--- config.mk ---
export PLATFORM = sky130hd
export DESIGN_NAME = frr_top
export DESIGN_NICKNAME = d
export VERILOG_FILES = /design/src/common/frr_pkg.sv /design/src/hdl/frr_top.sv /design/src/hdl/frr_prot_chk.sv
export SDC_FILE = /design/constraint.sdc
export NUM_CORES = 1
export LEC_CHECK = 0
export BUFFER_PORTS_ARGS = -buffer_cell sky130_fd_sc_hd__buf_2
export CORE_MARGIN = 3
export CORE_UTILIZATION = 50
export CTS_BUF_LIST = sky130_fd_sc_hd__clkbuf_8 sky130_fd_sc_hd__clkbuf_16
export DETAILED_ROUTE_END_ITERATION = 6
export MAX_ROUTING_LAYER = met4
export PLACE_DENSITY = 0.71
export SYNTH_ARGS = -nofsm -noshare
export SYNTH_HDL_FRONTEND = slang
export SYNTH_SLANG_ARGS = --single-unit
--- constraint.sdc ---
create_clock -name ref_clk -period 23.6 [get_ports ref_clk]
set_clock_uncertainty 0.2 [all_clocks]
set_input_delay 1.18 -clock ref_clk [delete_from_list [all_inputs] [get_ports ref_clk]]
set_output_delay 1.18 -clock ref_clk [all_outputs]
set_load 0.03 [all_outputs]
--- src/common/frr_pkg.sv ---
// package for the fault-return rerun block: register map, field layout, carriers
// assumes a single 100 MHz clock domain and a 32-bit AXI4-Lite register port
package frr_pkg;

	// ------------------------------------------------------------
	// register byte offsets
	// ------------------------------------------------------------
	localparam logic [7:0] FRR_OFF_CTRL = 8'h00;
	localparam logic [7:0] FRR_OFF_SSW = 8'h04;
	localparam logic [7:0] FRR_OFF_FADDR = 8'h08;
	localparam logic [7:0] FRR_OFF_FRAME = 8'h0C;
	localparam logic [7:0] FRR_OFF_PFADDR = 8'h10;
	localparam logic [7:0] FRR_OFF_DIB = 8'h14;
	localparam logic [7:0] FRR_OFF_STATUS = 8'h18;
	localparam logic [7:0] FRR_OFF_IRQ_STAT = 8'h1C;
	localparam logic [7:0] FRR_OFF_IRQ_MASK = 8'h20;
	localparam logic [7:0] FRR_OFF_STAGE = 8'h24;

	// ------------------------------------------------------------
	// control register fields
	// ------------------------------------------------------------
	localparam int FRR_CTRL_START = 0;
	localparam int FRR_CTRL_NEED_B = 1;
	localparam int FRR_CTRL_NEED_C = 2;
	localparam int FRR_CTRL_WP_EN = 3;
	localparam int FRR_CTRL_WP_LO = 4;
	localparam logic [31:0] FRR_CTRL_RST = 32'h0000_0000;

	// ------------------------------------------------------------
	// saved fault status word fields
	// ------------------------------------------------------------
	localparam int FRR_SSW_STAGE_C_FAULT = 15;
	localparam int FRR_SSW_STAGE_B_FAULT = 14;
	localparam int FRR_SSW_STAGE_C_RERUN = 13;
	localparam int FRR_SSW_STAGE_B_RERUN = 12;
	localparam int FRR_SSW_DATA_FAULT = 8;
	localparam int FRR_SSW_LOCKED = 7;
	localparam int FRR_SSW_READ = 6;
	localparam int FRR_SSW_SIZE_LO = 4;
	localparam int FRR_SSW_SPACE_LO = 0;
	localparam logic [15:0] FRR_SSW_RST = 16'h0000;

	// frame register: status register copy, format code, address-error marker
	localparam int FRR_FRAME_SUPER = 13;
	localparam int FRR_FRAME_FMT_LO = 16;
	localparam int FRR_FRAME_ADDR_ERR = 20;

	// program address spaces for user and supervisor prefetch
	localparam logic [2:0] FRR_SPACE_USER_PROG = 3'h2;
	localparam logic [2:0] FRR_SPACE_SUPER_PROG = 3'h6;
	localparam logic [1:0] FRR_SIZE_WORD = 2'h2;
	localparam logic [31:0] FRR_STAGE_B_STEP = 32'h0000_0002;

	// interrupt status bits
	localparam int FRR_IRQ_DONE = 0;
	localparam int FRR_IRQ_REFAULT = 1;
	localparam int FRR_IRQ_REFUSED = 2;
	localparam int FRR_IRQ_W = 3;

	// ------------------------------------------------------------
	// exception stack frame formats and their size in 16-bit words
	// ------------------------------------------------------------
	typedef enum logic [3:0] {
		FRR_FMT_NORMAL4 = 4'h0,
		FRR_FMT_THROW4 = 4'h1,
		FRR_FMT_NORMAL6 = 4'h2,
		FRR_FMT_COPROC = 4'h9,
		FRR_FMT_SHORT_BUS = 4'hA,
		FRR_FMT_LONG_BUS = 4'hB
	} frr_fmt_t;
	localparam logic [5:0] FRR_WORDS_4 = 6'h04;
	localparam logic [5:0] FRR_WORDS_6 = 6'h06;
	localparam logic [5:0] FRR_WORDS_COPROC = 6'h0A;
	localparam logic [5:0] FRR_WORDS_SHORT = 6'h10;
	localparam logic [5:0] FRR_WORDS_LONG = 6'h2E;

	// exception kind raised after a rerun faults or an address-error frame is refused
	typedef enum logic [1:0] {
		FRR_EXC_NONE = 2'h0,
		FRR_EXC_BUS = 2'h1,
		FRR_EXC_ADDR = 2'h2
	} frr_exc_t;

	// one processor bus cycle
	typedef struct packed {
		logic [31:0] addr;
		logic [2:0] space;
		logic [1:0] size;
		logic rd;
		logic read_modify_cycle_indicator;
	} frr_cyc_t;

	// AXI response codes
	localparam logic [1:0] FRR_RESP_OKAY = 2'h0;
	localparam logic [1:0] FRR_RESP_SLVERR = 2'h2;

endpackage

--- src/hdl/frr_top.sv ---
// fault-return rerun unit: completes faulted bus cycles when the handler returns
// assumes the core loads the frame image over AXI4-Lite, then sets start
//
// Functional notes
// - address-error frames are never recovered by rerun; they are refused (here only when a stage rerun bit or the data-fault flag is set).
// - a set data-fault flag at return reruns the faulted data cycle.
// - stage with fault and rerun bits set gets its prefetch rerun; may refault.
// - stage with rerun only is prefetched only when the core needs it.
// - a refault deallocates the old frame, builds a new one, starts exception.
// - locked operation with data fault re-executes the whole locked instruction.
// - cycles with read-modify-cycle indicator are classed as writes for protection.
// - six frame formats are known, each with its own length.
// - frame words move as long words when the stack is long aligned (here the status transfer count goes by pfaddr_r alignment instead).
// - frame words may move in any order.
// - setting a stage fault bit also sets its rerun bit.
// - prefetch rerun uses program space of the saved privilege level.
// - clear data-fault flag means saved data is taken as valid, no cycle.
//
// Our own choices: the AXI4-Lite interface to the registers and the placing of the registers.
module frr_top (
	// clock and reset
	input wire logic ref_clk,
	input wire logic rst,
	// axi4-lite write channels
	input wire logic [7:0] s_awaddr,
	input wire logic s_awvalid,
	output logic s_awready,
	input wire logic [31:0] s_wdata,
	input wire logic [3:0] s_wstrb,
	input wire logic s_wvalid,
	output logic s_wready,
	output logic [1:0] s_bresp,
	output logic s_bvalid,
	input wire logic s_bready,
	// axi4-lite read channels
	input wire logic [7:0] s_araddr,
	input wire logic s_arvalid,
	output logic s_arready,
	output logic [31:0] s_rdata,
	output logic [1:0] s_rresp,
	output logic s_rvalid,
	input wire logic s_rready,
	// ordinary core cycles passing through
	input wire frr_pkg::frr_cyc_t core_cyc,
	input wire logic core_valid,
	output logic core_done,
	output logic core_err,
	// processor bus
	output frr_pkg::frr_cyc_t bus_cyc,
	output logic bus_valid,
	input wire logic bus_ack,
	input wire logic bus_err,
	input wire logic [31:0] bus_rdata,
	// core sequencing
	output logic locked_restart,
	output logic frame_dealloc,
	output logic frame_build,
	output logic exc_start,
	output frr_pkg::frr_exc_t exc_kind,
	// interrupt
	output logic irq
);
	import frr_pkg::*;

	// ------------------------------------------------------------
	// declarations
	// ------------------------------------------------------------
	typedef enum logic [3:0] {
		FRR_ST_IDLE = 4'h0,
		FRR_ST_DATA = 4'h1,
		FRR_ST_PF_C = 4'h2,
		FRR_ST_PF_B = 4'h3,
		FRR_ST_LOCK = 4'h4,
		FRR_ST_DEALLOC = 4'h5,
		FRR_ST_BUILD = 4'h6,
		FRR_ST_EXC = 4'h7,
		FRR_ST_DONE = 4'h8
	} frr_st_t;

	frr_st_t st_r, st_nxt;
	logic [31:0] ctrl_r, faddr_r, frame_r, pfaddr_r, dib_r, stage_r;
	logic [15:0] ssw_r;
	logic [FRR_IRQ_W-1:0] irq_stat_r, irq_mask_r, irq_set;
	frr_cyc_t cyc_r;
	logic req_r;
	logic aw_held_r, w_held_r;
	logic [7:0] aw_addr_r;
	logic [31:0] w_data_r;
	logic [3:0] w_strb_r;
	logic wr_fire, start_pulse;
	logic [31:0] wr_merge;
	logic pr_write, pr_viol;
	logic rerun_busy, cyc_ok, cyc_bad;
	frr_cyc_t mux_cyc;
	logic mux_valid;
	frr_exc_t exc_kind_nxt;

	// ------------------------------------------------------------
	// helper functions
	// ------------------------------------------------------------
	// pick the next rerun step; data first, then stage C, then stage B
	function automatic frr_st_t frr_next(input logic [15:0] saved_fault_status_word, input logic [31:0] ctrl,
			input logic [1:0] after);
		logic do_c, do_b;
		do_c = saved_fault_status_word[FRR_SSW_STAGE_C_RERUN] & (saved_fault_status_word[FRR_SSW_STAGE_C_FAULT] | ctrl[FRR_CTRL_NEED_C]);
		do_b = saved_fault_status_word[FRR_SSW_STAGE_B_RERUN] & (saved_fault_status_word[FRR_SSW_STAGE_B_FAULT] | ctrl[FRR_CTRL_NEED_B]);
		if (after == 2'h0 && saved_fault_status_word[FRR_SSW_DATA_FAULT]) begin
			frr_next = saved_fault_status_word[FRR_SSW_LOCKED] ? FRR_ST_LOCK : FRR_ST_DATA;
		end else if (after <= 2'h1 && do_c) begin
			frr_next = FRR_ST_PF_C;
		end else if (after <= 2'h2 && do_b) begin
			frr_next = FRR_ST_PF_B;
		end else begin
			frr_next = FRR_ST_DONE;
		end
	endfunction

	// length of a frame in 16-bit words
	function automatic logic [5:0] frr_words(input logic [3:0] fmt);
		unique case (fmt)
			FRR_FMT_NORMAL4, FRR_FMT_THROW4: frr_words = FRR_WORDS_4;
			FRR_FMT_NORMAL6: frr_words = FRR_WORDS_6;
			FRR_FMT_COPROC: frr_words = FRR_WORDS_COPROC;
			FRR_FMT_SHORT_BUS: frr_words = FRR_WORDS_SHORT;
			FRR_FMT_LONG_BUS: frr_words = FRR_WORDS_LONG;
			default: frr_words = 6'h00;
		endcase
	endfunction

	// prefetch cycle in the saved privilege level's program space
	function automatic frr_cyc_t frr_pf(input logic [31:0] addr, input logic sup);
		frr_pf.addr = addr;
		frr_pf.space = sup ? FRR_SPACE_SUPER_PROG : FRR_SPACE_USER_PROG;
		frr_pf.size = FRR_SIZE_WORD;
		frr_pf.rd = 1'b1;
		frr_pf.read_modify_cycle_indicator = 1'b0;
	endfunction

	// ------------------------------------------------------------
	// axi4-lite write path
	// ------------------------------------------------------------
	assign s_awready = ~aw_held_r & ~s_bvalid;
	assign s_wready = ~w_held_r & ~s_bvalid;
	assign wr_fire = aw_held_r & w_held_r & ~s_bvalid;
	assign start_pulse = wr_fire & (aw_addr_r == FRR_OFF_CTRL) & w_data_r[FRR_CTRL_START];

	// address and data may arrive in either order; each is held until both are in
	always_ff @(posedge ref_clk or posedge rst) begin
		if (rst) begin
			aw_held_r <= 1'b0;
			w_held_r <= 1'b0;
			aw_addr_r <= 8'h00;
			w_data_r <= 32'h0000_0000;
			w_strb_r <= 4'h0;
			s_bvalid <= 1'b0;
			s_bresp <= FRR_RESP_OKAY;
		end else begin
			if (s_awvalid && s_awready) begin
				aw_held_r <= 1'b1;
				aw_addr_r <= s_awaddr;
			end
			if (s_wvalid && s_wready) begin
				w_held_r <= 1'b1;
				w_data_r <= s_wdata;
				w_strb_r <= s_wstrb;
			end
			if (wr_fire) begin
				aw_held_r <= 1'b0;
				w_held_r <= 1'b0;
				s_bvalid <= 1'b1;
				s_bresp <= (aw_addr_r > FRR_OFF_STAGE || aw_addr_r[1:0] != 2'h0) ?
					FRR_RESP_SLVERR : FRR_RESP_OKAY;
			end else if (s_bready) begin
				s_bvalid <= 1'b0;
			end
		end
	end

	// byte-lane merge against the register being written
	always_comb begin
		logic [31:0] old;
		old = 32'h0000_0000;
		unique case (aw_addr_r)
			FRR_OFF_CTRL: old = ctrl_r;
			FRR_OFF_SSW: old = {16'h0000, ssw_r};
			FRR_OFF_FADDR: old = faddr_r;
			FRR_OFF_FRAME: old = frame_r;
			FRR_OFF_PFADDR: old = pfaddr_r;
			FRR_OFF_IRQ_MASK: old = {{(32-FRR_IRQ_W){1'b0}}, irq_mask_r};
			default: old = 32'h0000_0000;
		endcase
		for (int i = 0; i < 4; i++) begin
			wr_merge[i*8 +: 8] = w_strb_r[i] ? w_data_r[i*8 +: 8] : old[i*8 +: 8];
		end
	end

	// ------------------------------------------------------------
	// frame image and setup registers
	// ------------------------------------------------------------
	// start is self-clearing; frame fields are locked while a return is running
	always_ff @(posedge ref_clk or posedge rst) begin
		if (rst) begin
			ctrl_r <= FRR_CTRL_RST;
			faddr_r <= 32'h0000_0000;
			frame_r <= 32'h0000_0000;
			pfaddr_r <= 32'h0000_0000;
			irq_mask_r <= {FRR_IRQ_W{1'b0}};
		end else if (wr_fire && !rerun_busy) begin
			unique case (aw_addr_r)
				FRR_OFF_CTRL: ctrl_r <= {wr_merge[31:1], 1'b0};
				FRR_OFF_FADDR: faddr_r <= wr_merge;
				FRR_OFF_FRAME: frame_r <= wr_merge;
				FRR_OFF_PFADDR: pfaddr_r <= wr_merge;
				FRR_OFF_IRQ_MASK: irq_mask_r <= wr_merge[FRR_IRQ_W-1:0];
				default: ;
			endcase
		end
	end

	// saved status word: software loads it, a refault marks the stage again
	always_ff @(posedge ref_clk or posedge rst) begin
		if (rst) begin
			ssw_r <= FRR_SSW_RST;
		end else if (wr_fire && !rerun_busy && aw_addr_r == FRR_OFF_SSW) begin
			ssw_r <= wr_merge[15:0];
		end else if (cyc_bad && st_r == FRR_ST_PF_C) begin
			ssw_r[FRR_SSW_STAGE_C_FAULT] <= 1'b1;
			ssw_r[FRR_SSW_STAGE_C_RERUN] <= 1'b1;
		end else if (cyc_bad && st_r == FRR_ST_PF_B) begin
			ssw_r[FRR_SSW_STAGE_B_FAULT] <= 1'b1;
			ssw_r[FRR_SSW_STAGE_B_RERUN] <= 1'b1;
		end else if (cyc_ok && st_r == FRR_ST_DATA) begin
			ssw_r[FRR_SSW_DATA_FAULT] <= 1'b0;
		end else if (cyc_ok && st_r == FRR_ST_PF_C) begin
			ssw_r[FRR_SSW_STAGE_C_RERUN] <= 1'b0;
		end else if (cyc_ok && st_r == FRR_ST_PF_B) begin
			ssw_r[FRR_SSW_STAGE_B_RERUN] <= 1'b0;
		end
	end

	// ------------------------------------------------------------
	// return sequencer
	// ------------------------------------------------------------
	assign rerun_busy = (st_r != FRR_ST_IDLE);
	assign cyc_ok = req_r & ~pr_viol & bus_ack & ~bus_err;
	assign cyc_bad = req_r & (pr_viol | bus_err);

	always_comb begin
		st_nxt = st_r;
		exc_kind_nxt = exc_kind;
		unique case (st_r)
			FRR_ST_IDLE: begin
				if (start_pulse && frame_r[FRR_FRAME_ADDR_ERR] &&
						(ssw_r[FRR_SSW_STAGE_B_RERUN] | ssw_r[FRR_SSW_STAGE_C_RERUN] |
						ssw_r[FRR_SSW_DATA_FAULT])) begin
					st_nxt = FRR_ST_DEALLOC;
					exc_kind_nxt = FRR_EXC_ADDR;
				end else if (start_pulse) begin
					// need bits written together with start must count already
					st_nxt = frr_next(ssw_r, wr_merge, 2'h0);
				end
			end
			FRR_ST_DATA, FRR_ST_PF_C, FRR_ST_PF_B: begin
				if (cyc_bad) begin
					st_nxt = FRR_ST_DEALLOC;
					exc_kind_nxt = FRR_EXC_BUS;
				end else if (cyc_ok) begin
					st_nxt = frr_next(ssw_r, ctrl_r, (st_r == FRR_ST_DATA) ? 2'h1 :
						(st_r == FRR_ST_PF_C) ? 2'h2 : 2'h3);
				end
			end
			FRR_ST_LOCK: st_nxt = frr_next(ssw_r, ctrl_r, 2'h1);
			FRR_ST_DEALLOC: st_nxt = FRR_ST_BUILD;
			FRR_ST_BUILD: st_nxt = FRR_ST_EXC;
			FRR_ST_EXC, FRR_ST_DONE: st_nxt = FRR_ST_IDLE;
			default: st_nxt = FRR_ST_IDLE;
		endcase
	end

	always_ff @(posedge ref_clk or posedge rst) begin
		if (rst) begin
			st_r <= FRR_ST_IDLE;
			exc_kind <= FRR_EXC_NONE;
		end else begin
			st_r <= st_nxt;
			exc_kind <= (st_r == FRR_ST_IDLE && !start_pulse) ? FRR_EXC_NONE : exc_kind_nxt;
		end
	end

	// the cycle to issue is loaded as the sequencer enters a bus state
	always_ff @(posedge ref_clk or posedge rst) begin
		if (rst) begin
			req_r <= 1'b0;
			cyc_r <= '0;
		end else begin
			req_r <= (st_nxt == FRR_ST_DATA || st_nxt == FRR_ST_PF_C || st_nxt == FRR_ST_PF_B) &&
				!(req_r && (cyc_ok || cyc_bad) && st_nxt == st_r) ? 1'b1 : 1'b0;
			if (st_nxt == FRR_ST_DATA) begin
				cyc_r.addr <= faddr_r;
				cyc_r.space <= ssw_r[FRR_SSW_SPACE_LO +: 3];
				cyc_r.size <= ssw_r[FRR_SSW_SIZE_LO +: 2];
				cyc_r.rd <= ssw_r[FRR_SSW_READ];
				cyc_r.read_modify_cycle_indicator <= 1'b0;
			end else if (st_nxt == FRR_ST_PF_C) begin
				cyc_r <= frr_pf(pfaddr_r, frame_r[FRR_FRAME_SUPER]);
			end else if (st_nxt == FRR_ST_PF_B) begin
				cyc_r <= frr_pf(pfaddr_r + FRR_STAGE_B_STEP, frame_r[FRR_FRAME_SUPER]);
			end
		end
	end

	// sequencing pulses toward the core
	assign locked_restart = (st_r == FRR_ST_LOCK);
	assign frame_dealloc = (st_r == FRR_ST_DEALLOC);
	assign frame_build = (st_r == FRR_ST_BUILD);
	assign exc_start = (st_r == FRR_ST_EXC);

	// captured read data: data buffer and the two stage images
	always_ff @(posedge ref_clk or posedge rst) begin
		if (rst) begin
			dib_r <= 32'h0000_0000;
			stage_r <= 32'h0000_0000;
		end else if (cyc_ok && st_r == FRR_ST_DATA && cyc_r.rd) begin
			dib_r <= bus_rdata;
		end else if (cyc_ok && st_r == FRR_ST_PF_C) begin
			stage_r[15:0] <= bus_rdata[15:0];
		end else if (cyc_ok && st_r == FRR_ST_PF_B) begin
			stage_r[31:16] <= bus_rdata[15:0];
		end
	end

	// ------------------------------------------------------------
	// bus ownership and protection
	// ------------------------------------------------------------
	// reruns own the bus during a return; core cycles wait meanwhile
	assign mux_cyc = rerun_busy ? cyc_r : core_cyc;
	assign mux_valid = rerun_busy ? req_r : core_valid;

	frr_prot_chk u_prot (
		.cyc(mux_cyc),
		.cyc_valid(mux_valid),
		.wp_en(ctrl_r[FRR_CTRL_WP_EN]),
		.wp_page(ctrl_r[FRR_CTRL_WP_LO +: 4]),
		.is_write(pr_write),
		.violation(pr_viol)
	);

	// a violating cycle never reaches the pins; it ends at once as an error
	assign bus_cyc = mux_cyc;
	assign bus_valid = mux_valid & ~pr_viol;
	assign core_done = ~rerun_busy & core_valid & (pr_viol | bus_ack | bus_err);
	assign core_err = ~rerun_busy & core_valid & (pr_viol | bus_err);

	// ------------------------------------------------------------
	// interrupts and read path
	// ------------------------------------------------------------
	assign irq_set = {st_r == FRR_ST_EXC && exc_kind == FRR_EXC_ADDR,
		st_r == FRR_ST_EXC && exc_kind == FRR_EXC_BUS, st_r == FRR_ST_DONE};

	// set beats a write-one clear in the same cycle
	always_ff @(posedge ref_clk or posedge rst) begin
		if (rst) begin
			irq_stat_r <= {FRR_IRQ_W{1'b0}};
		end else if (wr_fire && aw_addr_r == FRR_OFF_IRQ_STAT) begin
			irq_stat_r <= (irq_stat_r & ~wr_merge[FRR_IRQ_W-1:0]) | irq_set;
		end else begin
			irq_stat_r <= irq_stat_r | irq_set;
		end
	end
	assign irq = |(irq_stat_r & irq_mask_r);

	assign s_arready = ~s_rvalid;

	// status: busy, state, frame length in transfers (long words when aligned)
	always_ff @(posedge ref_clk or posedge rst) begin
		if (rst) begin
			s_rvalid <= 1'b0;
			s_rdata <= 32'h0000_0000;
			s_rresp <= FRR_RESP_OKAY;
		end else if (s_arvalid && s_arready) begin
			s_rvalid <= 1'b1;
			s_rresp <= FRR_RESP_OKAY;
			unique case (s_araddr)
				FRR_OFF_CTRL: s_rdata <= ctrl_r;
				FRR_OFF_SSW: s_rdata <= {16'h0000, ssw_r};
				FRR_OFF_FADDR: s_rdata <= faddr_r;
				FRR_OFF_FRAME: s_rdata <= frame_r;
				FRR_OFF_PFADDR: s_rdata <= pfaddr_r;
				FRR_OFF_DIB: s_rdata <= dib_r;
				FRR_OFF_STATUS: s_rdata <= {17'h0_0000, (pfaddr_r[1:0] == 2'h0) ?
					{1'b0, frr_words(frame_r[FRR_FRAME_FMT_LO +: 4])} >> 1 :
					{1'b0, frr_words(frame_r[FRR_FRAME_FMT_LO +: 4])}, 3'h0, st_r, rerun_busy};
				FRR_OFF_IRQ_STAT: s_rdata <= {{(32-FRR_IRQ_W){1'b0}}, irq_stat_r};
				FRR_OFF_IRQ_MASK: s_rdata <= {{(32-FRR_IRQ_W){1'b0}}, irq_mask_r};
				FRR_OFF_STAGE: s_rdata <= stage_r;
				default: begin
					s_rdata <= 32'h0000_0000;
					s_rresp <= FRR_RESP_SLVERR;
				end
			endcase
		end else if (s_rready) begin
			s_rvalid <= 1'b0;
		end
	end
endmodule

--- src/hdl/frr_prot_chk.sv ---
// protection classifier for every cycle that leaves the block
// assumes the write-protected region is one 256 MB page selected by software
module frr_prot_chk (
	// cycle under test
	input wire frr_pkg::frr_cyc_t cyc,
	input wire logic cyc_valid,
	// protection setup
	input wire logic wp_en,
	input wire logic [3:0] wp_page,
	// verdict
	output logic is_write,
	output logic violation
);
	import frr_pkg::*;

	// ------------------------------------------------------------
	// classification
	// ------------------------------------------------------------
	// a locked cycle counts as a write even when it reads, so a half-done
	// compare-and-swap cannot slip past protection on its read
	always_comb begin
		is_write = cyc.read_modify_cycle_indicator | ~cyc.rd;
		violation = cyc_valid & wp_en & is_write & (cyc.addr[31:28] == wp_page);
	end
endmodule

# Word-level counts from Yosys, hierarchy flattened
# Cells that the tools add are included.
[classes] add_sub_neg=1 magnitude_cmp=3 n_eq_ne=43 mux=62 bitwise_logic=46 reduce_logical=65
[op_table] op="one-hot mux 32 bit (10 select lines)" n=1
[op_table] op="one-hot mux 32 bit (6 select lines)" n=1
[op_table] op="2-to-1 mux 39 bit" n=4
[op_table] op="2-to-1 mux 4 bit" n=13
[op_table] op="equality test 8 x 5 -> 1 bit, second input constant" n=6
[op_table] op="adder 32 x 2 -> 32 bit, second input constant" n=1
[op_table] op="equality test 8 x 4 -> 1 bit, second input constant" n=4
[op_table] op="2-to-1 mux 8 bit" n=4
[op_table] op="one-hot mux 6 bit (5 select lines)" n=1
[op_table] op="2-to-1 mux 1 bit" n=25
[op_table] op="equality test 8 x 6 -> 1 bit, second input constant" n=3
[op_table] op="logical AND 1 bit" n=23
[op_table] op="bitwise AND 1 bit" n=21
[op_table] op="equality test 4 x 2 -> 1 bit, second input constant" n=5
[op_table] op="one-hot mux 4 bit (5 select lines)" n=1
[op_table] op="inequality test 3 bit, second input constant" n=6
[op_table] op="equality test 4 x 3 -> 1 bit, second input constant" n=4
[op_table] op="equality test 4 bit, second input constant" n=4
[op_table] op="equality test 8 x 3 -> 1 bit, second input constant" n=2
[op_table] op="zero test 8 bit" n=2
[op_table] op="nonzero test 2 bit" n=8
[op_table] op="2-to-1 mux 2 bit" n=7
[op_table] op="AND reduction 2 bit" n=7
[op_table] op="equality test 4 x 1 -> 1 bit, second input constant" n=3
[op_table] op="26 further kinds" n=64
[word_totals] reg_bits=343 word_cells=253

# Depth between registers and ports, before layout
# Gate-level depths: netlist of the first run.
[depth] ltp_word=18 depth_mapped=14 mapped_depth_nobuf=11

# Cells and area by module
# From an unflattened synthesis of the first run, not the netlist that was laid out.
[unflattened] hier_cells=1709 area_unflattened_um2=16862.4
[modules_own_cells] mod="frr_top" instances=1 cells_per_inst=1702 area_each_um2=16802.4
[modules_own_cells] mod="frr_prot_chk" instances=1 cells_per_inst=7 area_each_um2=60.1

# Least setup slack after synthesis of the first run
# Ideal clock, no wire load.
[synth_path] path_type="input -> output" start="in core_cyc[35] (netlist name)" end="out core_done" arrival_ns=2.420 t_required_ns=22.220 slack_ns=19.800 path_stages=7 cell_sequence="xnor2_1 > nand3_1 > o211ai_1 > a21oi_2 > inv_1 > nor2_1 > nor2_1"
[synth_between] elab_chain_cells=6
[synth_lines] item="from (decl)" line="frr_top.sv:44" rtl="input wire frr_pkg::frr_cyc_t core_cyc,"
[synth_lines] item="2-to-1 mux 39 bit" line="frr_top.sv:336" rtl="assign mux_cyc = rerun_busy ? cyc_r : core_cyc;"
[synth_lines] item="equality test 4 bit" line="frr_prot_chk.sv:23" rtl="violation = cyc_valid & wp_en & is_write & (cyc.addr[31:28] == wp_page);"
[synth_lines] item="bitwise AND 1 bit" line="frr_prot_chk.sv:23"
[synth_lines] item="OR 1 bit (2 in series)" line="frr_top.sv:351" rtl="assign core_done = ~rerun_busy & core_valid & (pr_viol | bus_ack | bus_err);"
[synth_lines] item="bitwise AND 1 bit" line="frr_top.sv:351"
[synth_lines] item="to (decl)" line="frr_top.sv:46" rtl="output logic core_done,"
# No other way between the ends.

# Final worst setup path of the first run
[layout_path] start="reg aw_addr_r[3]" end="reg cyc_r[13] (netlist name)"
[layout_between] elab_chain_cells=14 word_cells_on_any_way=28
[layout_lines] item="from (decl)" line="frr_top.sv:87" rtl="logic [7:0] aw_addr_r;"
[layout_lines] item="from (signal assigned)" line="frr_top.sv:160" rtl="aw_addr_r <= s_awaddr;"
[layout_lines] item="equality test 8 x 6 -> 1 bit, or another cell as far along" line="frr_top.sv:183" rtl="unique case (aw_addr_r)"
[layout_lines] item="one-hot mux 32 bit (6 select lines)" line="frr_top.sv:183"
[layout_lines] item="2-to-1 mux 8 bit" line="frr_top.sv:193" rtl="wr_merge[i*8 +: 8] = w_strb_r[i] ? w_data_r[i*8 +: 8] : old[i*8 +: 8];"
[layout_lines] item="OR 1 bit" line="frr_top.sv:106" rtl="do_b = saved_fault_status_word[FRR_SSW_STAGE_B_RERUN] & (saved_fault_status_word[FRR_SSW_STAGE_B_FAULT] | ctrl ..."
[layout_lines] item="bitwise AND 1 bit" line="frr_top.sv:106"
[layout_lines] item="2-to-1 mux 4 bit" line="frr_top.sv:111" rtl="end else if (after <= 2'h2 && do_b) begin"
[layout_lines] item="2-to-1 mux 4 bit" line="frr_top.sv:109" rtl="end else if (after <= 2'h1 && do_c) begin"
[layout_lines] item="2-to-1 mux 4 bit" line="frr_top.sv:107" rtl="if (after == 2'h0 && saved_fault_status_word[FRR_SSW_DATA_FAULT]) begin"
[layout_lines] item="2-to-1 mux 4 bit" line="frr_top.sv:258" rtl="end else if (start_pulse) begin"
[layout_lines] item="2-to-1 mux 4 bit (*)" line="frr_top.sv:253" rtl="if (start_pulse && frame_r[FRR_FRAME_ADDR_ERR] &&"
[layout_lines] item="one-hot mux 4 bit (5 select lines) (*)" line="frr_top.sv:251" rtl="unique case (st_r)"
[layout_lines] item="via st_nxt[1]" line="frr_top.sv:80" rtl="frr_st_t st_r, st_nxt;"
[layout_lines] item="equality test 4 x 2 -> 1 bit" line="frr_top.sv:304" rtl="end else if (st_nxt == FRR_ST_PF_C) begin"
[layout_lines] item="2-to-1 mux 39 bit" line="frr_top.sv:304"
[layout_lines] item="2-to-1 mux 39 bit" line="frr_top.sv:298" rtl="if (st_nxt == FRR_ST_DATA) begin"
[layout_lines] item="to (signal assigned)" line="frr_top.sv:305" rtl="cyc_r <= frr_pf(pfaddr_r, frame_r[FRR_FRAME_SUPER]);"
[layout_lines] item="to (signal assigned)" line="frr_top.sv:307" rtl="cyc_r <= frr_pf(pfaddr_r + FRR_STAGE_B_STEP, frame_r[FRR_FRAME_SUPER]);"
[layout_lines] item="to (decl)" line="frr_top.sv:84" rtl="frr_cyc_t cyc_r;"
# Mark *: on every way through the listed nets, which the timed path passes. The rest lies on a longest branch.
# A chain may end at the register's enable or synchronous reset.

==> reports/summary.txt, run 1 <==
Outcome: finished clean
Average cell area after synthesis: 9.79 um^2
Clk sinks: 340
CP cell instances: mux2_2 > a22oi_1 > nor4bb_1 > o21bai_1 > a221oi_4 > inv_4 > nor4_4 > buf_4 > a21oi_2 > buf_4 > inv_1 > o221ai_1 > o211ai_1
Leading area contributor after synthesis: dfrtp_1
Setup violations, final: 0
Comb power frac: 31.5%
Area Growth Syn to Fin: 15.6%
Initial Util: 51.1%
Max-Cap Viols: 0
Total Wirelength: 57.9 mm
Tcrit/Tclk final: 20.5%
Clk Latency, worst-skew pair: 520 ps
DRT antenna net count: 0
Pwr per Cell Area: 109 nW/um^2
Fillers: 2,853
Slew margin rel.: 19.2%
Max clock buf depth: 3
Switching power: 0.814 mW
Num CTS Buffers: 37
Compound-Gate Fraction of Synth Area: 20.4%
Core Box Area: 32,800 um^2
Critical-path top delay cell: dfrtp_1
1st-iter DRT viols: 1,993
Synthesized flop and latch total: 340
DIE AREA: 35,700 um^2
Leading cell type in the layout, fill and taps excluded: nand2_1
Setup Fix Bufs, Post-CTS: 0
Worst Path Required: 23,810 ps
Leakage: 8.89 nW
Top post-synthesis cells by area: dfrtp_1 (51%), nand2_1 (8.4%), mux2_2 (7.3%)
Layout cells sized above 1: 23.9%
WP data arrival: 5060 ps
Grt ovf: 0
Fin Hold WS: 268 ps
# IOs: 223
Clock group share of total power: 27.3%
Crit path kind: flip-flop to flip-flop
Top_reg_cell synth: dfrtp_1
DIE HEIGHT: 189 um
Critical Path Start Type: flip-flop
Via Count: 14,700
Synth warnings: 0
Post-synth EDFFs: 0
First-pass GRT wire length: 87.9 mm
Crit path max fanout: 29
Main combinational cell family by area after synthesis: compound AO/OA/AOI/OAI gates
RSZ-0062 raised after global routing: no
XOR/XNOR Fraction of Synth Area: 1.46%
Cts hold-fix bufs: 0
CTS tree: yes
DP Wirelength: 40.2 mm
Slowest stage delay, CP: 670 ps
Least-Margin Pin Slew: 1210 ps
Adder-cell share of the synthesized area: 0.0747%
Fmax achieved: 207 MHz
Register area share after synthesis: 50.8%
Final Max Tran Viols: 0
Most frequent cells in the layout: nand2_1 (372), dfrtp_1 (340), buf_2 (220)
Antenna violations before repair: 4
Drt via density: 6.27
Top cell type's share of synthesized area: 50.8%
Vias in the first global route: 14,200
1st-pass router iterations: 7
Crit path time final: 4840 ps
CP most frequent cell: buf_4
Final nets: 2,003
Register-to-register setup slack: 18,760 ps
GRT Overall Usage: 33.0%
Resized cells post-CTS: 0
Die X: 189 um
Power Internal: 1.29 mW
Pin count of the biggest net entering global routing: 163
Sw frac: 38.8%
Worst setup EP type: flip-flop
Post-synthesis mux area share: 8.94%
Sequential Power Share: 41.3%
H-tree levels: 2
Yosys cell types: 72
Drt wl/cell: 24.7 um
Root Buffer: clkbuf_16
Synthesized area: 16,700 um^2
Peak supply drop: 0.000101 V
Hold Path Class: flip-flop to flip-flop
Final hold vios: 0
Rows: 66
Syn Inst Count: 1,711
DRC viols: 0
Synth Area in Simple Gates: 14.8%
Worst-path clk slew: 60 ps
Ys async rst share: 100%
Port Buffer Count: 220
Setup tns final: 0 ps
Gpl congestion: 0.988
metrics by stage:
stage / cell area, um^2 / power (mW) / instances / worst slack (ps) / utilization, %
3_5_place_dp: 18100 / 1.52 / 2272 / 18850 / 55.3
4_1_cts: 19400 / 2.10 / 2336 / 18910 / 59.0
6_report: 19400 / 2.10 / 2340 / 18760 / 59.1
2_1_floorplan: 16700 / 1.32 / 1712 / 12800 / -
3_3_place_gp: 18100 / 1.51 / 2272 / 18900 / 55.3
5_1_grt: 19400 / 2.20 / 2340 / 18580 / 59.1
synth_stat cells (all sizes together), types with 5 or more instances:
cell    number
a22oi      100
nor2b       14
a222oi      40
mux2       108
a21oi       21
nand3b       6
a31oi       19
clkbuf      97
o22ai        6
nor3        18
nand4        9
xor2        18
xnor2       10
o21ai      226
nor2        56
a22o        10
nand2      373
and2         7
nand3       37
buf         27
dfrtp      340
mux2i       19
a221oi      25
inv         18
o31ai        5
or3          5
nand2b      10
and3        13
a21o        14
critical path, delay by kind of cell (launching register included):
| family | cells | cell delay (ps) |
|---|---|---|
| simple gates | 2 | 860 |
| flops | 1 | 670 |
| buf+inv | 4 | 1160 |
| compound gates | 6 | 1420 |
| mux | 1 | 400 |
path summary, 6_finish.rpt:
kind | startpoint | end | cells past startpoint
hold reg to reg | s_rdata[0] | s_rdata[0] | 1
min in group asynchronous | rst | exc_kind[0] | 2
setup reg to reg | aw_addr_r[3] | cyc_r[13] | 13
hold / removal | s_rdata[0] | s_rdata[0] | 1
max in group asynchronous | rst | w_strb_r[3] | 3
setup / recovery | aw_addr_r[3] | cyc_r[13] | 13
power by group through the flow:
stage                     sequential [mW]  clock, mW  combinational [mW]
after floorplan                     0.784          0               0.533
after global placement              0.865          0               0.642
after detailed placement            0.870          0               0.655
after CTS                           0.861      0.581               0.657
after global routing                0.879      0.603               0.720
final                               0.867      0.573               0.661
layout make-up:
class / count / area (um^2) / share of cell area [%]
Sequential cell: 340 / 8510 / 43.9
Multi-Input combinational cell: 1230 / 7720 / 39.8
Timing Repair Buffer: 242 / 1280 / 6.60
Clock buffer: 48 / 1090 / 5.62
Tap cell: 442 / 553 / 2.86
Clock inverter: 16 / 131 / 0.678
Inverter: 18 / 77.6 / 0.401
Antenna cell: 4 / 10.0 / 0.0517
metal layers:
layer	global-route usage, %	vias up	wire, um
met4	8.28	0	1560
met2	47.2	868	24700
met1	46.8	7131	24200
met3	9.52	132	7490
met5	-	-	0
li1	-	6533	-
kinds of logic after synthesis:
group	Yosys count
AND/OR/NAND/NOR	567
AO/OA/AOI/OAI	501
flip-flops	340
buffers and inverters	142
multiplexers	131
XOR/XNOR	28
adder cells (fa/ha/maj)	1
other	1
flip-flops by register name (all words and copies together), names as in the netlist:
name	count
w_strb_r	4
faddr_r	32
req_r	1
exc_kind	2
s_bvalid	1
irq_stat_r	3
irq_mask_r	3
ctrl_r	31
s_rdata	32
s_bresp	1
ssw_r	16
aw_addr_r	8
frame_r	32
pfaddr_r	32
w_data_r	32
aw_held_r	1
cyc_r	38
stage_r	32
st_r	4
s_rresp	1
dib_r	32
s_rvalid	1
w_held_r	1
(Power assumes the default switching activity.)
==> inputs of run 2 (changes only) <==
--- a/config.mk
+++ b/config.mk
@@ -5,13 +5,14 @@
 export SDC_FILE = /design/constraint.sdc
 export NUM_CORES = 1
 export LEC_CHECK = 0
+export ABC_AREA = 1
 export BUFFER_PORTS_ARGS = -buffer_cell sky130_fd_sc_hd__buf_2
 export CORE_MARGIN = 3
 export CORE_UTILIZATION = 50
 export CTS_BUF_LIST = sky130_fd_sc_hd__clkbuf_8 sky130_fd_sc_hd__clkbuf_16
 export DETAILED_ROUTE_END_ITERATION = 6
 export MAX_ROUTING_LAYER = met4
-export PLACE_DENSITY = 0.71
+export PLACE_DENSITY = 0.7
 export SYNTH_ARGS = -nofsm -noshare
 export SYNTH_HDL_FRONTEND = slang
 export SYNTH_SLANG_ARGS = --single-unit
==> constraint.sdc (replaced) <==
create_clock -name ref_clk -period 5.05 [get_ports ref_clk]
set_clock_uncertainty 0.2 [all_clocks]
set_input_delay 0.2525 -clock ref_clk [delete_from_list [all_inputs] [get_ports ref_clk]]
set_output_delay 0.2525 -clock ref_clk [all_outputs]
set_load 0.03 [all_outputs]
==> run 2 against run 1 <==
  * Synthesized cell count grew 35%
  * Hold slack lost 240 ps
  * Total power grew to 3.5 times the previous value
  * Critical endpoint is now cyc_r[35]
  * Non-clock buffer count grew 92
  * Critical path type unchanged
  * Utilization grew 2.4 points
  * Via count grew 19%
  * Global-route usage grew 2.2 points
  * Wire length grew 14%
  * Combinational power grew 92%
  * Die area grew 5.6%
  * Clock power grew to 5.1 times the previous value
  * Final cell count grew 31%
==> reports/summary.txt, run 2 <==
Outcome: finished clean
Max-Cap Viols: 0 (unchanged)
CP most frequent cell: nand2_1
Top_reg_cell synth: dfrtp_1
Most Crowded Layer GR: met2
Top cell type's share of synthesized area: 48.0% (-2.8 points)
RSZ-0062 raised after global routing: no
Total Wirelength: 66.1 mm (+14%)
Leading cell type in the layout, fill and taps excluded: nand2_1
Slew margin rel.: 17.9% (-1.3 points)
Setup violations, final: 0 (unchanged)
Post-place setup slack: 1040 ps (-17,800 ps)
Crit path time final: 4020 ps (-825 ps)
Least-Margin Pin Slew: 1230 ps (+18.0 ps)
Critical Path Start Type: flip-flop
Tcrit/Tclk final: 79.5% (+59 points)
Most frequent cell after synthesis: nand2_1
DRC viols: 0 (unchanged)
Layout cells sized above 1: 14.9% (-9.1 points)
CTS tree: yes
Critical-path top delay cell: nand2_1
Worst setup EP type: flip-flop
Die X: 194 um (+2.8%)
Final hold vios: 0 (unchanged)
Fin Hold WS: 25.2 ps (-243 ps)
Vias in the first global route: 16,800 (+18%)
Pin count of the biggest net entering global routing: 188 (+15%)
Max clock buf depth: 3 (unchanged)
Pwr per Cell Area: 343 nW/um^2 (+220%)
Top post-synthesis cells by area: dfrtp_1 (48%), nand2_1 (15%), o21ai_0 (8.4%)
1st-pass router iterations: 6 (-1)
Total power: 7.33 mW (+250%)
Rows: 68 (+3.0%)
Antenna violations before repair: 1 (-3)
Root Buffer: clkbuf_16
Crit path kind: flip-flop to flip-flop
GR Layer Usage met1: 49.2% (+2.5 points)
Setup Fix Bufs, Post-CTS: 0 (unchanged)
Synth top cells by count: nand2_1 (720), dfrtp_1 (340), o21ai_0 (296), inv_1 (293), nor2_1 (101)
Num CTS Buffers: 37 (unchanged)
H-tree levels: 2 (unchanged)
Synthesized flop and latch total: 340 (unchanged)
Via Count: 17,500 (+19%)
Drt via density: 5.72 (-8.8%)
Reg with most FFs: cyc_r
Final nets: 2,710 (+35%)
CP delay by family, top: simple AND/OR/NAND/NOR gates
M2 GR Usage: 50.6% (+3.3 points)
Setup WS post-layout: 1030 ps (-17,720 ps)
Most frequent cells in the layout: nand2_1 (719), dfrtp_1 (340), inv_1 (297)
Average cell area after synthesis: 7.66 um^2 (-22%)
Leakage: 10.3 nW (+16%)
WP data arrival: 4220 ps (-840 ps)
Worst path bufs/invs: 3 (-1)
Post-synth EDFFs: 0 (unchanged)
GRT Overall Usage: 35.3% (+2.2 points)
Drt wl/cell: 21.6 um (-13%)
1st-iter DRT viols: 2,000 (+0.35%)
Fillers: 3,135 (+9.9%)
First-pass GRT wire length: 100 mm (+14%)
# IOs: 223 (unchanged)
Initial Util: 51.0% (-0.056 points)
Max FFs per register: 38 (unchanged)
Clk sinks: 340 (unchanged)
Final Max Tran Viols: 0 (unchanged)
Slowest stage delay, CP: 560 ps (-110 ps)
Leading area contributor after synthesis: dfrtp_1
DP Wirelength: 48.8 mm (+21%)
Area Growth Syn to Fin: 20.5%
Syn Inst Count: 2,312 (+35%)
Register area share after synthesis: 48.0% (-2.8 points)
Worst Path Required: 5250 ps (-18,560 ps)
Worst-path clk slew: 70 ps (about the same)
Ys async rst share: 100% (unchanged)
Peak supply drop: 0.000227 V (+120%)
Hold Path Class: input port to async pin
Grt ovf: 0 (unchanged)
Port Buffer Count: 220 (unchanged)
Yosys cell types: 54 (-25%)
Synthesized area: 17,700 um^2 (+5.8%)
Core Box Area: 34,700 um^2 (+5.9%)
DIE HEIGHT: 194 um (+2.8%)
Synth warnings: 0 (unchanged)
Clk Latency, worst-skew pair: 530 ps (about the same)
DIE AREA: 37,700 um^2 (+5.6%)
Crit path max fanout: 38 (+31%)
Setup tns final: 0 ps (unchanged)
CP cell instances: nor2_4 > nand2_2 > nand2_1 > nand2_1 > nand2_1 > nand2_1 > nor2_1 > nand3_2 > nand2_1 > nand4_1 > nand2_1 > inv_2 > nand4_2 > buf_4 > inv_2 > nand2_1 > nand3_1 > nand3_1 > nand2_1
Met3 global-route usage: 11.6% (+2.0 points)
Gpl congestion: 1.01 (+2.4%)
DRT antenna net count: 0 (unchanged)
Fmax achieved: 249 MHz (+21%)
## run 2: cell count changes after synthesis, moves of 49 or more
cell	before	now
nand3_1	37	86
mux2_2	108	36
o21ai_0	207	296
nand2_1	373	720
inv_1	17	293
a22oi_1	84	3
o22ai_1	6	94
## run 2: final timing paths
check                       startpoint           to  slack, ps  cells after the start
min in group ref_clk       s_araddr[3]   s_rresp[1]         70                      5
max in group asynchronous          rst  s_rdata[13]       2960                      5
hold reg to reg            s_rdata[28]  s_rdata[28]        270                      2
hold / removal                     rst     cyc_r[5]         30                      3
setup / recovery               st_r[1]    cyc_r[35]       1030                     19
setup reg to reg               st_r[1]    cyc_r[35]       1030                     19
## run 2: worst register-to-register path: cells and delay by family (launching register included)
family                 cells  cell delay, ps
flip-flops                 1             440
buffers and inverters      3             380
AND/OR/NAND/NOR           16            2860
## run 2: per-stage QoR
step / cells / instance area (um^2) / util [%]
after CTS: 3059 / 21300 / 61.5
final: 3060 / 21300 / 61.5
after floorplan: 2313 / 17700 / -
after global placement: 2913 / 19200 / 55.4
after detailed placement: 2913 / 19200 / 55.4
after global routing: 3060 / 21300 / 61.5
## run 2: routing by layer
| metal | wire (um) | part of all wire (%) |
|---|---|---|
| met5 | 0 | 0 |
| met4 | 1350 | 2.0 |
| met3 | 8420 | 13 |
| met2 | 28100 | 43 |
| met1 | 28200 | 43 |
## run 2: cells by family after synthesis
logic type	after synthesis	share of synthesized area [%]
AO/OA/AOI/OAI	545	17.7
AND/OR/NAND/NOR	965	22.1
multiplexers	36	2.29
other	1	0.0212
XOR/XNOR	14	0.692
adder cells (fa/ha/maj)	1	0.0706
buffers and inverters	410	9.06
flip-flops	340	48.0
## run 2: timing repair
item | CTS | global route
hold buffers | 79 | 0
hold endpoints to repair | 183 | 0
gates resized for setup | 0 | 0
## run 2: where the power goes
group | switching, mW | internal (mW)
logic | 0.877 | 0.396
registers | 0.177 | 2.93
clock network | 1.14 | 1.80
total | 2.19 | 5.13
## run 2: area by class of cell
class,count,area [um^2],share of cell area [%]
clock buffers,49,1110,5.22
flip-flops and latches,340,8510,39.9
diodes,1,2.50,0.0117
multi-input cells,1563,7630,35.7
well taps,455,569,2.67
inverters,300,1130,5.29
clock inverters,18,215,1.01
repair buffers,334,2180,10.2
==> inputs of run 3 (changes only) <==
--- a/config.mk
+++ b/config.mk
@@ -5,14 +5,14 @@
 export SDC_FILE = /design/constraint.sdc
 export NUM_CORES = 1
 export LEC_CHECK = 0
-export ABC_AREA = 1
+export ABC_AREA = 0
 export BUFFER_PORTS_ARGS = -buffer_cell sky130_fd_sc_hd__buf_2
 export CORE_MARGIN = 3
 export CORE_UTILIZATION = 50
 export CTS_BUF_LIST = sky130_fd_sc_hd__clkbuf_8 sky130_fd_sc_hd__clkbuf_16
 export DETAILED_ROUTE_END_ITERATION = 6
 export MAX_ROUTING_LAYER = met4
-export PLACE_DENSITY = 0.7
+export PLACE_DENSITY = 0.71
 export SYNTH_ARGS = -nofsm -noshare
 export SYNTH_HDL_FRONTEND = slang
 export SYNTH_SLANG_ARGS = --single-unit
==> constraint.sdc (replaced) <==
create_clock -name ref_clk -period 4.1 [get_ports ref_clk]
set_clock_uncertainty 0.2 [all_clocks]
set_input_delay 0.205 -clock ref_clk [delete_from_list [all_inputs] [get_ports ref_clk]]
set_output_delay 0.205 -clock ref_clk [all_outputs]
set_load 0.03 [all_outputs]
==> run 3 against run 2 <==
  * The run now ends with design-rule violations left
  * Sequential power up 58%
  * Sequential share of layout area up 1.7 points
  * Setup slack worse by 770 ps
  * Global-route usage down 1.2 points
  * Final cell count down 20%
  * Total power up 69%
  * Fmax up 4.6%
  * Utilization up 1.0 points
  * Hold slack better by 24 ps
  * Critical path depth down 9
==> reports/summary.txt, run 3 (same netlist as run 1, synthesis figures left out) <==
Via Count: 15,200 (-13%)
Outcome: finished, violations left
1st-pass router iterations: 7 (+1)
Comb power frac: 33.4% (+16 points)
Met3 global-route usage: 6.48% (-5.1 points)
Sequential Power Share: 39.5% (-3.0 points)
Worst Path Required: 4330 ps (-920 ps)
Vias in the first global route: 14,400 (-14%)
CP delay by family, top: simple AND/OR/NAND/NOR gates
Pin count of the biggest net entering global routing: 135 (-28%)
M2 GR Usage: 48.2% (-2.3 points)
First-pass GRT wire length: 90.2 mm (-9.8%)
WP data arrival: 4070 ps (-150 ps)
H-tree levels: 2 (unchanged)
DRC viols: 2 (+2)
Gpl congestion: 0.974 (-3.7%)
Antenna violations before repair: 2 (+1)
Pwr per Cell Area: 605 nW/um^2 (+76%)
Fillers: 2,720 (-13%)
Sw frac: 38.6% (+8.7 points)
Setup WS post-layout: 259 ps (-775 ps)
DIE HEIGHT: 189 um (-2.7%)
Crit path time final: 3840 ps (-175 ps)
Power Internal: 7.61 mW (+48%)
Drt wl/cell: 24.5 um (+14%)
Setup violations, final: 0 (unchanged)
Worst-path clk slew: 60 ps (about the same)
Worst path bufs/invs: 1 (-2)
Failing checks: design-rule violations
Final Max Tran Viols: 0 (unchanged)
GR Layer Usage met1: 50.7% (+1.5 points)
Post-place setup slack: 374 ps (-671 ps)
Die X: 189 um (-2.7%)
Critical Path Start Type: flip-flop
Port Buffer Count: 220 (unchanged)
Leading cell type in the layout, fill and taps excluded: nand2_1
Max FFs per register: 38 (unchanged)
Tcrit/Tclk final: 93.7% (+14 points)
Area Growth Syn to Fin: 22.4%
Crit path max fanout: 28 (-26%)
Most Crowded Layer GR: met1
Most frequent cells in the layout: nand2_1 (372), dfrtp_1 (340), buf_2 (220)
Least-Margin Pin Slew: 1090 ps (-142 ps)
Switching power: 4.79 mW (+120%)
DIE AREA: 35,700 um^2 (-5.3%)
Max clock buf depth: 3 (unchanged)
Fmax achieved: 260 MHz (+4.6%)
Clock group share of total power: 27.1% (-13 points)
Drt via density: 6.19 (+8.2%)
Layout cells sized above 1: 24.4% (+9.6 points)
Leakage: 9.44 nW (-8.5%)
Setup Fix Bufs, Post-CTS: 0 (unchanged)
Final hold vios: 0 (unchanged)
Critical-path top delay cell: or4_1
DP Wirelength: 42.5 mm (-13%)
CTS tree: yes
Peak supply drop: 0.000476 V (+110%)
1st-iter DRT viols: 1,961 (-2.0%)
Total Wirelength: 60.2 mm (-8.9%)
Final nets: 2,121 (-22%)
Rows: 66 (-2.9%)
Grt ovf: 0 (unchanged)
Resized cells post-CTS: 0 (unchanged)
DRT antenna net count: 0 (unchanged)
Core Box Area: 32,800 um^2 (-5.6%)
Crit path kind: flip-flop to flip-flop
RSZ-0062 raised after global routing: no
GRT Overall Usage: 34.1% (-1.2 points)
Slowest stage delay, CP: 820 ps (+260 ps)
Initial Util: 51.1% (+0.056 points)
Clk sinks: 340 (unchanged)
# diodes: 0 (-1)
# IOs: 223 (unchanged)
Root Buffer: clkbuf_16
Hold Path Class: input port to flip-flop
CP cell instances: or4_1 > nor2_2 > nand4_1 > or2_2 > o221ai_2 > nor2_1 > a21oi_2 > buf_4 > a22oi_1 > o211ai_1
Clk Latency, worst-skew pair: 530 ps (about the same)
Num CTS Buffers: 38 (+2.7%)
Worst setup EP type: flip-flop
Reg with most FFs: cyc_r
Total power: 12.4 mW (+69%)
Max-Cap Viols: 0 (unchanged)
Slew margin rel.: 27.5% (+9.6 points)
[run 3: power groups by stage]
stage / clock network (mW) / logic, mW / registers [mW]
after floorplan: 0 / 3.07 / 4.52
after global placement: 0 / 3.98 / 4.89
after detailed placement: 0 / 4.04 / 4.92
after CTS: 3.39 / 4.12 / 4.86
after global routing: 3.51 / 4.48 / 4.97
final: 3.36 / 4.14 / 4.90
[run 3: timing repair]
action,CTS,global route
hold buffers,80,0
endpoints found under the setup margin,0,0
endpoints found under the hold margin,127,0
[run 3: worst reg2reg max path, stage by stage (launching register included)]
cell and delay (ps):
dfrtp_1 380, or4_1 820, nor2_2 460, nand4_1 280, or2_2 360, o221ai_2 330
nor2_1 130, a21oi_2 190, buf_4 380, a22oi_1 120, o211ai_1 120
[run 3: path summary, 6_finish.rpt]
check	from	to	slack [ps]	depth (start not counted)
max	st_r[1]	cyc_r[13]	260	10
min	s_awvalid	aw_held_r	50	3
max reg2reg	st_r[1]	cyc_r[13]	260	10
min reg2reg	s_rdata[6]	s_rdata[6]	270	1
max in group asynchronous	rst	pfaddr_r[26]	2470	4
min in group asynchronous	rst	cyc_r[35]	120	3
[run 3: layout make-up]
class / count / area, um^2 / area share, %
flip-flops and latches: 340 / 8510 / 41.5
multi-input cells: 1230 / 7700 / 37.6
repair buffers: 359 / 2420 / 11.8
clock buffers: 48 / 1090 / 5.31
well taps: 442 / 553 / 2.70
clock inverters: 19 / 153 / 0.745
inverters: 18 / 73.8 / 0.360
[run 3: metrics by stage]
step / area (um^2) / setup TNS (ps) / hold WS, ps / utilization [%] / cells
2_1_floorplan: 16800 / -289520 / 101 / - / 1712
3_3_place_gp: 18500 / 0 / 108 / 56.3 / 2309
3_5_place_dp: 18500 / 0 / 113 / 56.3 / 2309
4_1_cts: 20500 / 0 / 45.6 / 62.5 / 2456
5_1_grt: 20500 / 0 / 86.5 / 62.5 / 2456
6_report: 20500 / 0 / 49.1 / 62.5 / 2456
[run 3: per-layer routing]
metal	share of wire, %	vias to the layer above
met2	43	868
met4	2.5	0
li1	-	6776
met5	0	-
met3	11	112
met1	44	7436
